### config.mk
export PLATFORM = sky130hd
export DESIGN_NAME = pcd_prefix_code_decoder
export DESIGN_NICKNAME = d
export VERILOG_FILES = /design/src/verilog/pcd_pkg.sv /design/src/verilog/pcd_prefix_code_decoder.sv
export SDC_FILE = /design/constraint.sdc
export NUM_CORES = 1
export LEC_CHECK = 0
export ABC_AREA = 1
export BUFFER_PORTS_ARGS = -buffer_cell sky130_fd_sc_hd__buf_2
export CORE_UTILIZATION = 46
export CTS_BUF_LIST = sky130_fd_sc_hd__clkbuf_16
export DETAILED_ROUTE_END_ITERATION = 6
export PLACE_DENSITY = 0.87
export SLEW_MARGIN = 20
export SYNTH_ARGS = -nofsm -noshare
export SYNTH_HDL_FRONTEND = slang
export SYNTH_SLANG_ARGS = --single-unit
### constraint.sdc
create_clock -name i_clk -period 3.63 [get_ports i_clk]
set_clock_uncertainty 0.1 [all_clocks]
set_input_delay 0.726 -clock i_clk [delete_from_list [all_inputs] [get_ports i_clk]]
set_output_delay 0.726 -clock i_clk [all_outputs]
set_load 0.03 [all_outputs]
### src/verilog/pcd_pkg.sv
package pcd_pkg;

  // Register byte offsets on the APB bus
  localparam logic [11:0] PCD_CTRL_OFS = 12'h000;
  localparam logic [11:0] PCD_BANK_OFS = 12'h004;
  localparam logic [11:0] PCD_STAT_OFS = 12'h008;

  // Control register fields
  localparam int PCD_CTRL_BP_LSB = 0;
  localparam int PCD_BP_W = 5;
  localparam int PCD_CTRL_SEL_BIT = 8;

  // Status register fields
  localparam int PCD_STAT_BANK_VLD_BIT = 0;
  localparam int PCD_STAT_BANK_SEL_LSB = 1;
  localparam int PCD_STAT_COMMON_BIT = 3;
  localparam int PCD_STAT_HOLD_BIT = 4;
  localparam int PCD_STAT_IRQ_HELD_BIT = 5;

  // Values after reset
  localparam logic [4:0] PCD_BP_RST = 5'h00;
  localparam logic PCD_STACK_SEL_RST = 1'b1;
  localparam logic [7:0] PCD_BANK_RST = 8'h00;

  // Register bank placement: base plus bank pointer times sixteen
  localparam logic [15:0] PCD_REGBANK_BASE = 16'h0180;
  localparam int PCD_REGBANK_SHIFT = 4;
  localparam logic [7:0] PCD_IO_BANK = 8'h00;

  typedef enum logic [3:0] {
    CLS_PLAIN, CLS_STRING, CLS_STACK_WORD, CLS_IO,
    CLS_CCR_LOGIC, CLS_POP_PS, CLS_MOV_ILM, CLS_INTERRUPT_RETURN,
    CLS_SWI, CLS_CTX_JUMP, CLS_PFX_PROGRAM, CLS_PFX_DATA,
    CLS_PFX_ADDITIONAL, CLS_PFX_STACK, CLS_PFX_COMMON, CLS_PFX_FLAG_HOLD
  } pcd_cls_t;

  typedef enum logic [2:0] {
    SPC_PROGRAM, SPC_DATA, SPC_ADDITIONAL, SPC_USER_STACK, SPC_SYSTEM_STACK, SPC_IO
  } pcd_space_t;

  typedef enum logic [1:0] {
    BSEL_PROGRAM, BSEL_DATA, BSEL_ADDITIONAL, BSEL_STACK
  } pcd_bsel_t;

  // One executed instruction, already classified by the opcode decoder
  typedef struct packed {
    logic valid;
    pcd_cls_t cls;
    pcd_space_t dflt_space;
    logic regbank;
    logic flag_write;
    logic resume;
  } pcd_insn_t;

  // Resolved operation controls for that instruction
  typedef struct packed {
    logic valid;
    pcd_cls_t cls;
    pcd_space_t space;
    logic [7:0] bank;
    logic regbank_en;
    logic [15:0] regbank_base;
    logic flag_en;
  } pcd_exec_t;

  typedef struct packed {
    logic psel;
    logic penable;
    logic pwrite;
    logic [11:0] paddr;
    logic [31:0] pwdata;
    logic [3:0] pstrb;
  } pcd_apb_req_t;

endpackage

### src/verilog/pcd_prefix_code_decoder.sv
`timescale 1ns/1ps
module pcd_prefix_code_decoder (
  input wire logic i_clk,
  input wire logic i_rst,
  input wire pcd_pkg::pcd_apb_req_t i_apb,
  output logic [31:0] o_prdata,
  output logic o_pready,
  output logic o_pslverr,
  input wire pcd_pkg::pcd_insn_t i_insn,
  input wire logic [7:0] i_program_bank,
  input wire logic i_irq_req,
  output pcd_pkg::pcd_exec_t o_exec,
  output logic o_irq_take,
  output logic o_stack_select
);

  logic [4:0] bank_pointer_ff;
  logic stack_select_ff;
  logic [7:0] bank_ff [4];
  logic pend_bank_ff;
  pcd_pkg::pcd_bsel_t pend_bsel_ff;
  logic pend_common_ff;
  logic pend_hold_ff;
  logic irq_held_ff;
  logic irq_take_ff;
  logic [31:0] prdata_ff;
  pcd_pkg::pcd_exec_t exec_ff;
  pcd_pkg::pcd_exec_t nxt_exec;

  logic setup;
  logic access;
  logic hit;
  logic wr;
  logic is_bank_pfx;
  logic is_prefix;
  logic is_carry;
  logic irq_block;
  logic consume;
  logic apply;
  logic flag_exempt;
  logic irq_take;
  logic [31:0] rd_mux;
  pcd_pkg::pcd_space_t space;
  logic [7:0] bank_sel;
  pcd_pkg::pcd_bsel_t pfx_bsel;
  logic common_now;
  logic hold_now;

  // APB decode; zero-wait slave, errors on unmapped words
  assign setup = i_apb.psel & ~i_apb.penable;
  assign access = i_apb.psel & i_apb.penable;
  assign hit = (i_apb.paddr == pcd_pkg::PCD_CTRL_OFS) | (i_apb.paddr == pcd_pkg::PCD_BANK_OFS) |
               (i_apb.paddr == pcd_pkg::PCD_STAT_OFS);
  assign wr = access & i_apb.pwrite & hit;
  assign o_pready = access;
  assign o_pslverr = access & ~hit;
  assign o_prdata = prdata_ff;

  // Instruction classes
  assign is_bank_pfx = i_insn.cls inside {pcd_pkg::CLS_PFX_PROGRAM, pcd_pkg::CLS_PFX_DATA,
                                          pcd_pkg::CLS_PFX_ADDITIONAL, pcd_pkg::CLS_PFX_STACK};
  assign is_prefix = is_bank_pfx | (i_insn.cls == pcd_pkg::CLS_PFX_COMMON) |
                     (i_insn.cls == pcd_pkg::CLS_PFX_FLAG_HOLD);
  assign is_carry = i_insn.cls inside {pcd_pkg::CLS_CCR_LOGIC, pcd_pkg::CLS_POP_PS,
                                       pcd_pkg::CLS_MOV_ILM};
  // Carry-over classes leave every pending prefix in place
  // Both groups together form the interrupt-disable set
  assign irq_block = is_prefix | is_carry;
  // Only an instruction outside the set consumes the pending prefixes
  assign consume = i_insn.valid & ~irq_block;
  // A resumed string step has lost its prefix context
  assign apply = consume & ~i_insn.resume;
  assign flag_exempt = i_insn.cls inside {pcd_pkg::CLS_SWI, pcd_pkg::CLS_INTERRUPT_RETURN,
                                          pcd_pkg::CLS_CTX_JUMP};
  // Request is level-held by the controller, so waiting here loses nothing
  assign irq_take = consume & i_irq_req;

  // Pending modifiers reach only an instruction that consumes them
  assign common_now = apply & pend_common_ff;
  assign hold_now = apply & pend_hold_ff & ~flag_exempt;

  // Bank prefix class to bank choice; spelled out so class codes may be renumbered freely
  always_comb begin
    pfx_bsel = pcd_pkg::BSEL_DATA;
    case (i_insn.cls)
      pcd_pkg::CLS_PFX_PROGRAM: pfx_bsel = pcd_pkg::BSEL_PROGRAM;
      pcd_pkg::CLS_PFX_DATA: pfx_bsel = pcd_pkg::BSEL_DATA;
      pcd_pkg::CLS_PFX_ADDITIONAL: pfx_bsel = pcd_pkg::BSEL_ADDITIONAL;
      pcd_pkg::CLS_PFX_STACK: pfx_bsel = pcd_pkg::BSEL_STACK;
      default: pfx_bsel = pcd_pkg::BSEL_DATA;
    endcase
  end

  // Control register: software writes steer the stack bank and register bank
  // Only the low five pointer bits are kept; the rest of the lane reads back as zero
  always_ff @(posedge i_clk or posedge i_rst) begin
    if (i_rst) begin
      bank_pointer_ff <= pcd_pkg::PCD_BP_RST;
    end else if (wr && i_apb.paddr == pcd_pkg::PCD_CTRL_OFS && i_apb.pstrb[0]) begin
      bank_pointer_ff <= i_apb.pwdata[pcd_pkg::PCD_CTRL_BP_LSB +: pcd_pkg::PCD_BP_W];
    end
  end

  // Stack select; interrupt acceptance wins over a software clear
  // A clear written in the acceptance cycle is lost, so software must write it again
  always_ff @(posedge i_clk or posedge i_rst) begin
    if (i_rst) begin
      stack_select_ff <= pcd_pkg::PCD_STACK_SEL_RST;
    end else if (irq_take) begin
      stack_select_ff <= 1'b1;
    end else if (wr && i_apb.paddr == pcd_pkg::PCD_CTRL_OFS && i_apb.pstrb[1]) begin
      stack_select_ff <= i_apb.pwdata[pcd_pkg::PCD_CTRL_SEL_BIT];
    end
  end

  // Bank registers: data, additional, user stack, system stack, one byte lane each
  // Program bank is not writable here; it arrives from the fetch side
  for (genvar g = 0; g < 4; g++) begin : g_bank
    always_ff @(posedge i_clk or posedge i_rst) begin
      if (i_rst) begin
        bank_ff[g] <= pcd_pkg::PCD_BANK_RST;
      end else if (wr && i_apb.paddr == pcd_pkg::PCD_BANK_OFS && i_apb.pstrb[g]) begin
        bank_ff[g] <= i_apb.pwdata[8*g +: 8];
      end
    end
  end

  // Pending bank prefix; a later competitor overwrites the earlier one
  always_ff @(posedge i_clk or posedge i_rst) begin
    if (i_rst) begin
      pend_bank_ff <= 1'b0;
      pend_bsel_ff <= pcd_pkg::BSEL_DATA;
    end else if (i_insn.valid && is_bank_pfx) begin
      pend_bank_ff <= 1'b1;
      pend_bsel_ff <= pfx_bsel;
    end else if (consume) begin
      pend_bank_ff <= 1'b0;
    end
  end

  // Common-bank and flag-hold prefixes accumulate alongside a bank prefix
  always_ff @(posedge i_clk or posedge i_rst) begin
    if (i_rst) begin
      pend_common_ff <= 1'b0;
      pend_hold_ff <= 1'b0;
    end else if (i_insn.valid) begin
      if (i_insn.cls == pcd_pkg::CLS_PFX_COMMON) begin
        pend_common_ff <= 1'b1;
      end else if (consume) begin
        pend_common_ff <= 1'b0;
      end
      if (i_insn.cls == pcd_pkg::CLS_PFX_FLAG_HOLD) begin
        pend_hold_ff <= 1'b1;
      end else if (consume) begin
        pend_hold_ff <= 1'b0;
      end
    end
  end

  // Space selection per class
  // The class list is exhaustive, so every class has exactly one decided space
  always_comb begin
    space = i_insn.dflt_space;
    unique case (i_insn.cls)
      pcd_pkg::CLS_STRING: begin
        space = i_insn.dflt_space;
      end
      pcd_pkg::CLS_STACK_WORD, pcd_pkg::CLS_POP_PS: begin
        space = stack_select_ff ? pcd_pkg::SPC_SYSTEM_STACK : pcd_pkg::SPC_USER_STACK;
      end
      pcd_pkg::CLS_IO: begin
        space = pcd_pkg::SPC_IO;
      end
      pcd_pkg::CLS_INTERRUPT_RETURN: begin
        space = pcd_pkg::SPC_SYSTEM_STACK;
      end
      pcd_pkg::CLS_PLAIN, pcd_pkg::CLS_CCR_LOGIC, pcd_pkg::CLS_MOV_ILM, pcd_pkg::CLS_SWI,
      pcd_pkg::CLS_CTX_JUMP, pcd_pkg::CLS_PFX_PROGRAM, pcd_pkg::CLS_PFX_DATA,
      pcd_pkg::CLS_PFX_ADDITIONAL, pcd_pkg::CLS_PFX_STACK, pcd_pkg::CLS_PFX_COMMON,
      pcd_pkg::CLS_PFX_FLAG_HOLD: begin
        if (apply && pend_bank_ff) begin
          unique case (pend_bsel_ff)
            pcd_pkg::BSEL_PROGRAM: space = pcd_pkg::SPC_PROGRAM;
            pcd_pkg::BSEL_DATA: space = pcd_pkg::SPC_DATA;
            pcd_pkg::BSEL_ADDITIONAL: space = pcd_pkg::SPC_ADDITIONAL;
            pcd_pkg::BSEL_STACK: space = stack_select_ff ? pcd_pkg::SPC_SYSTEM_STACK : pcd_pkg::SPC_USER_STACK;
          endcase
        end
      end
    endcase
  end

  // Bank byte for the chosen space; I/O sits in the fixed bank
  // Codes six and seven leave the space logic only when passed through from dflt_space; they fall to the I/O bank
  always_comb begin
    case (space)
      pcd_pkg::SPC_PROGRAM: bank_sel = i_program_bank;
      pcd_pkg::SPC_DATA: bank_sel = bank_ff[0];
      pcd_pkg::SPC_ADDITIONAL: bank_sel = bank_ff[1];
      pcd_pkg::SPC_USER_STACK: bank_sel = bank_ff[2];
      pcd_pkg::SPC_SYSTEM_STACK: bank_sel = bank_ff[3];
      default: bank_sel = pcd_pkg::PCD_IO_BANK;
    endcase
  end

  // Resolved controls for the executing instruction
  always_comb begin
    nxt_exec.valid = i_insn.valid;
    nxt_exec.cls = i_insn.cls;
    nxt_exec.space = space;
    nxt_exec.bank = bank_sel;
    nxt_exec.regbank_en = i_insn.regbank;
    if (common_now) begin
      nxt_exec.regbank_base = pcd_pkg::PCD_REGBANK_BASE;
    end else begin
      nxt_exec.regbank_base = pcd_pkg::PCD_REGBANK_BASE +
                              {7'h00, bank_pointer_ff, 4'h0};
    end
    // Carry-over classes run as if unprefixed, so their flags still change
    nxt_exec.flag_en = i_insn.flag_write & ~hold_now;
  end

  // Execution outputs registered one cycle after the instruction
  // The register keeps the decode path away from the address adder downstream
  always_ff @(posedge i_clk or posedge i_rst) begin
    if (i_rst) begin
      exec_ff <= '0;
    end else begin
      exec_ff <= nxt_exec;
    end
  end

  // Interrupt acceptance and the held-off indication
  // Level masking and the enable flag sit upstream; this block only defers sampling
  always_ff @(posedge i_clk or posedge i_rst) begin
    if (i_rst) begin
      irq_take_ff <= 1'b0;
      irq_held_ff <= 1'b0;
    end else begin
      irq_take_ff <= irq_take;
      if (i_insn.valid && irq_block && i_irq_req) begin
        irq_held_ff <= 1'b1;
      end else if (irq_take || !i_irq_req) begin
        irq_held_ff <= 1'b0;
      end
    end
  end

  // Status bits are read-only; writes to that word are accepted and dropped
  // Read data captured in the setup phase so it is stable through access
  always_comb begin
    rd_mux = 32'h0000_0000;
    if (i_apb.paddr == pcd_pkg::PCD_CTRL_OFS) begin
      rd_mux[pcd_pkg::PCD_CTRL_BP_LSB +: pcd_pkg::PCD_BP_W] = bank_pointer_ff;
      rd_mux[pcd_pkg::PCD_CTRL_SEL_BIT] = stack_select_ff;
    end else if (i_apb.paddr == pcd_pkg::PCD_BANK_OFS) begin
      rd_mux = {bank_ff[3], bank_ff[2], bank_ff[1], bank_ff[0]};
    end else if (i_apb.paddr == pcd_pkg::PCD_STAT_OFS) begin
      rd_mux[pcd_pkg::PCD_STAT_BANK_VLD_BIT] = pend_bank_ff;
      rd_mux[pcd_pkg::PCD_STAT_BANK_SEL_LSB +: 2] = pend_bsel_ff;
      rd_mux[pcd_pkg::PCD_STAT_COMMON_BIT] = pend_common_ff;
      rd_mux[pcd_pkg::PCD_STAT_HOLD_BIT] = pend_hold_ff;
      rd_mux[pcd_pkg::PCD_STAT_IRQ_HELD_BIT] = irq_held_ff;
    end
  end

  // Read capture register
  always_ff @(posedge i_clk or posedge i_rst) begin
    if (i_rst) begin
      prdata_ff <= 32'h0000_0000;
    end else if (setup) begin
      prdata_ff <= rd_mux;
    end
  end

  assign o_exec = exec_ff;
  assign o_irq_take = irq_take_ff;
  assign o_stack_select = stack_select_ff;

endmodule

==> reports/metrics.yaml <==
routed-via-count: 3962
syn_inst: 510
startpoint_type: "input pin"
cts_setup_buffers: 0
cp_data_arrival_time_ps: 2690
dr.pass1.iters: 5
worst_pin_slew_ps: 880
slew_viol_final: 0
crit_fanout: 14
syn_to_final_growth_pct: 22.6
leakage_uw: 0.00299
grt_max_degree: 102
yosysTopAreaCell: "dfrtp_1"
gr-usage-all-layers_pct: 24.0
gp_congestion: 1.01
hold_violations: 0
period_share_pct: 69.1
crit_slowest_cell: "nor2_4"
setup_viol: 0
slowest_delay_ps: 360
overflow: 0
synth_edf_count: 0
p_per_area_nw_per_um2: 431
io-pin-count: 143
crit_family: "simple AND/OR/NAND/NOR gates"
yosys_warnings: 0
synth_area_per_cell_um2: 9.05
drc_errors: 0
drtAntennaViolNets: 0
yosysMostFrequentCell: "nand2_1"
cp_cell_sequence: "buf_2 > inv_2 > nand2_2 > nor2_2 > nor2_4 > nand4_1 > nand3_1 > nand3_2 > nor2_4 > nand2_1 > nor2_1 > nor2_1 > nand2_1"
finalNetCount: 716
synth.area.top_cells: "dfrtp_1 (54%), nand2_1 (8.1%), mux2_2 (6.3%), inv_1 (5.9%), o21ai_0 (5.6%)"
irDropWorstVdd_v: 0.000234
post-dp-hpwl_um: 8870
cts_hold_buf: 0
insertedDiodeCount: 0
ys_seq_area_share_pct: 54.8
initial_core_util_pct: 47.4
drt-initial-drc-count: 277
core_um2: 9730
numCtsBuffers: 9
criticalPathCategory: "in -> reg"
die_area_um2: 10400
timing.fmax_ghz: 0.399
drive_gt1_share_pct: 30.8
cp_data_required_time_ps: 3810
cts_max_level: 3
avgViaCountPerCell: 5.08
ys_ff_latch: 101
finalSetupTns_ps: 0
ys.flop_type: "dfrtp_1"
run_status: "finished clean"
synthTopCellsByCount: "nand2_1 (100), dfrtp_1 (99), inv_1 (72), o21ai_0 (52), nor2_1 (50)"
post_drt_wl_per_cell_um: 15.3
drv_cap: 0
routed_wl_um: 12000
antenna_found_initial: 0
clk_latency_ps: 340
setup_slack_ps: 1120
synth_area_um2: 4610
die_h_um: 102
worstSetupStartpoint: "i_insn[9]"
die_w_um: 102
yosysTopAreaCellShare_pct: 53.7
hp-class: "reg -> reg"
rr_startpoint: "o_stack_select"
grt_pass1_vias: 3907
slew_headroom_pct: 41.2
row_count: 36
worstHoldStart: "o_prdata[5]"
cts_num_sinks: 101
rsz0062_at_grt: "false"
crit_buf_inv: 2
synthArstFlopShare_pct: 100
cts-root-buf: "clkbuf_16"
preCtsSetupSlack_ps: 833
clkTransAtPathRegs_ps: 70
cts.repair.resized: 0
cts_max_path_buffers: 2
finalCriticalPeriod_ps: 2510
endpoint_kind: "flop"
portBuffers: 132
cts_tree: "built"
yosysUniqueCellTypes: 31
grt_pass1_wl_um: 18900
-- through the flow --
| stage | std cells | hold slack [ps] | total power [uW] | util, % | instance area (um2) |
|---|---|---|---|---|---|
| final | 780 | 386 | 2440 | 58.2 | 5660 |
| after global routing | 780 | 382 | 2530 | 58.2 | 5660 |
| after CTS | 780 | 387 | 2460 | 58.2 | 5660 |
| after detailed placement | 764 | 371 | 1450 | 54.9 | 5340 |
| after global placement | 764 | 367 | 1440 | 54.9 | 5340 |
| after floorplan | 519 | 352 | 1370 | - | 4650 |
-- state kept, by name, summed over array words and instances, names as in the netlist --
signal and count:
irq_held_ff 1, bank_ff 32, o_irq_take 1, o_prdata 32, o_exec 24, pend_hold_ff 1
o_stack_select 1, bank_pointer_ff 5, pend_common_ff 1, pend_bsel_ff 2, pend_bank_ff 1
-- cell families after synthesis --
logic type | synth area share [%]
and+or+nand+nor | 19.9
DFF | 54.8
buffers and inverters | 9.76
AOI/OAI and AO/OA | 8.81
muxes | 6.34
adders and majority gates | 0.271
other | 0.0813
-- power breakdown --
| part | total (uW) | switching, uW | leakage (uW) | internal, uW |
|---|---|---|---|---|
| Sequential | 1160 | 13.0 | 0.00136 | 1150 |
| Combinational | 264 | 190 | 0.00147 | 73.7 |
| Clock | 1010 | 412 | 0.000159 | 602 |
| Total | 2440 | 615 | 0.00299 | 1830 |
-- path summary, 6_finish.rpt --
path,to,cells after the start,slack [ps]
hold / removal,o_prdata[5],2,390
setup / recovery,o_exec[20],13,1120
hold reg to reg,o_prdata[5],2,390
min in group asynchronous,o_exec[17],3,420
setup reg to reg,o_exec[20],10,1270
max in group asynchronous,o_exec[24],3,2630
-- placed cells by master, fill, tap and decap left out, drive strengths merged, types with 2 or more instances in the layout --
cell type / count
clkinv: 4
dfstp: 2
nand3: 28
mux2: 26
bufinv: 2
nor3: 5
nand4: 13
buf: 134
nand2: 105
conb: 10
inv: 78
nor2: 54
o21ai: 57
a21oi: 15
dfrtp: 99
clkbuf: 9
-- metal layers --
layer  vias to the layer above  part of all wire [%]  global-route usage (%)
li1                       1874                     -                       -
met1                      1859                    42                    30.7
met2                       190                    48                    38.4
met3                        39                   6.2                    4.99
met4                         0                   3.8                    13.2
met5                         -                     0                       0
-- cell type report --
class / instances / area (um2)
Inverter: 77 / 292
Fill cell: 853 / 4070
Clock buffer: 9 / 225
Timing Repair Buffer: 134 / 688
Multi-Input combinational cell: 319 / 1670
Sequential cell: 101 / 2530
Tap cell: 133 / 166
Clock inverter: 7 / 90.1
-- worst reg2reg max path, delay by kind of cell, from the launching register on --
family                 cells  cell delay, ps
AO/OA/AOI/OAI              1             180
buffers and inverters      1              80
flip-flops                 1             610
AND/OR/NAND/NOR            8            1340
Note: power is estimated with default switching activity, not from simulation.
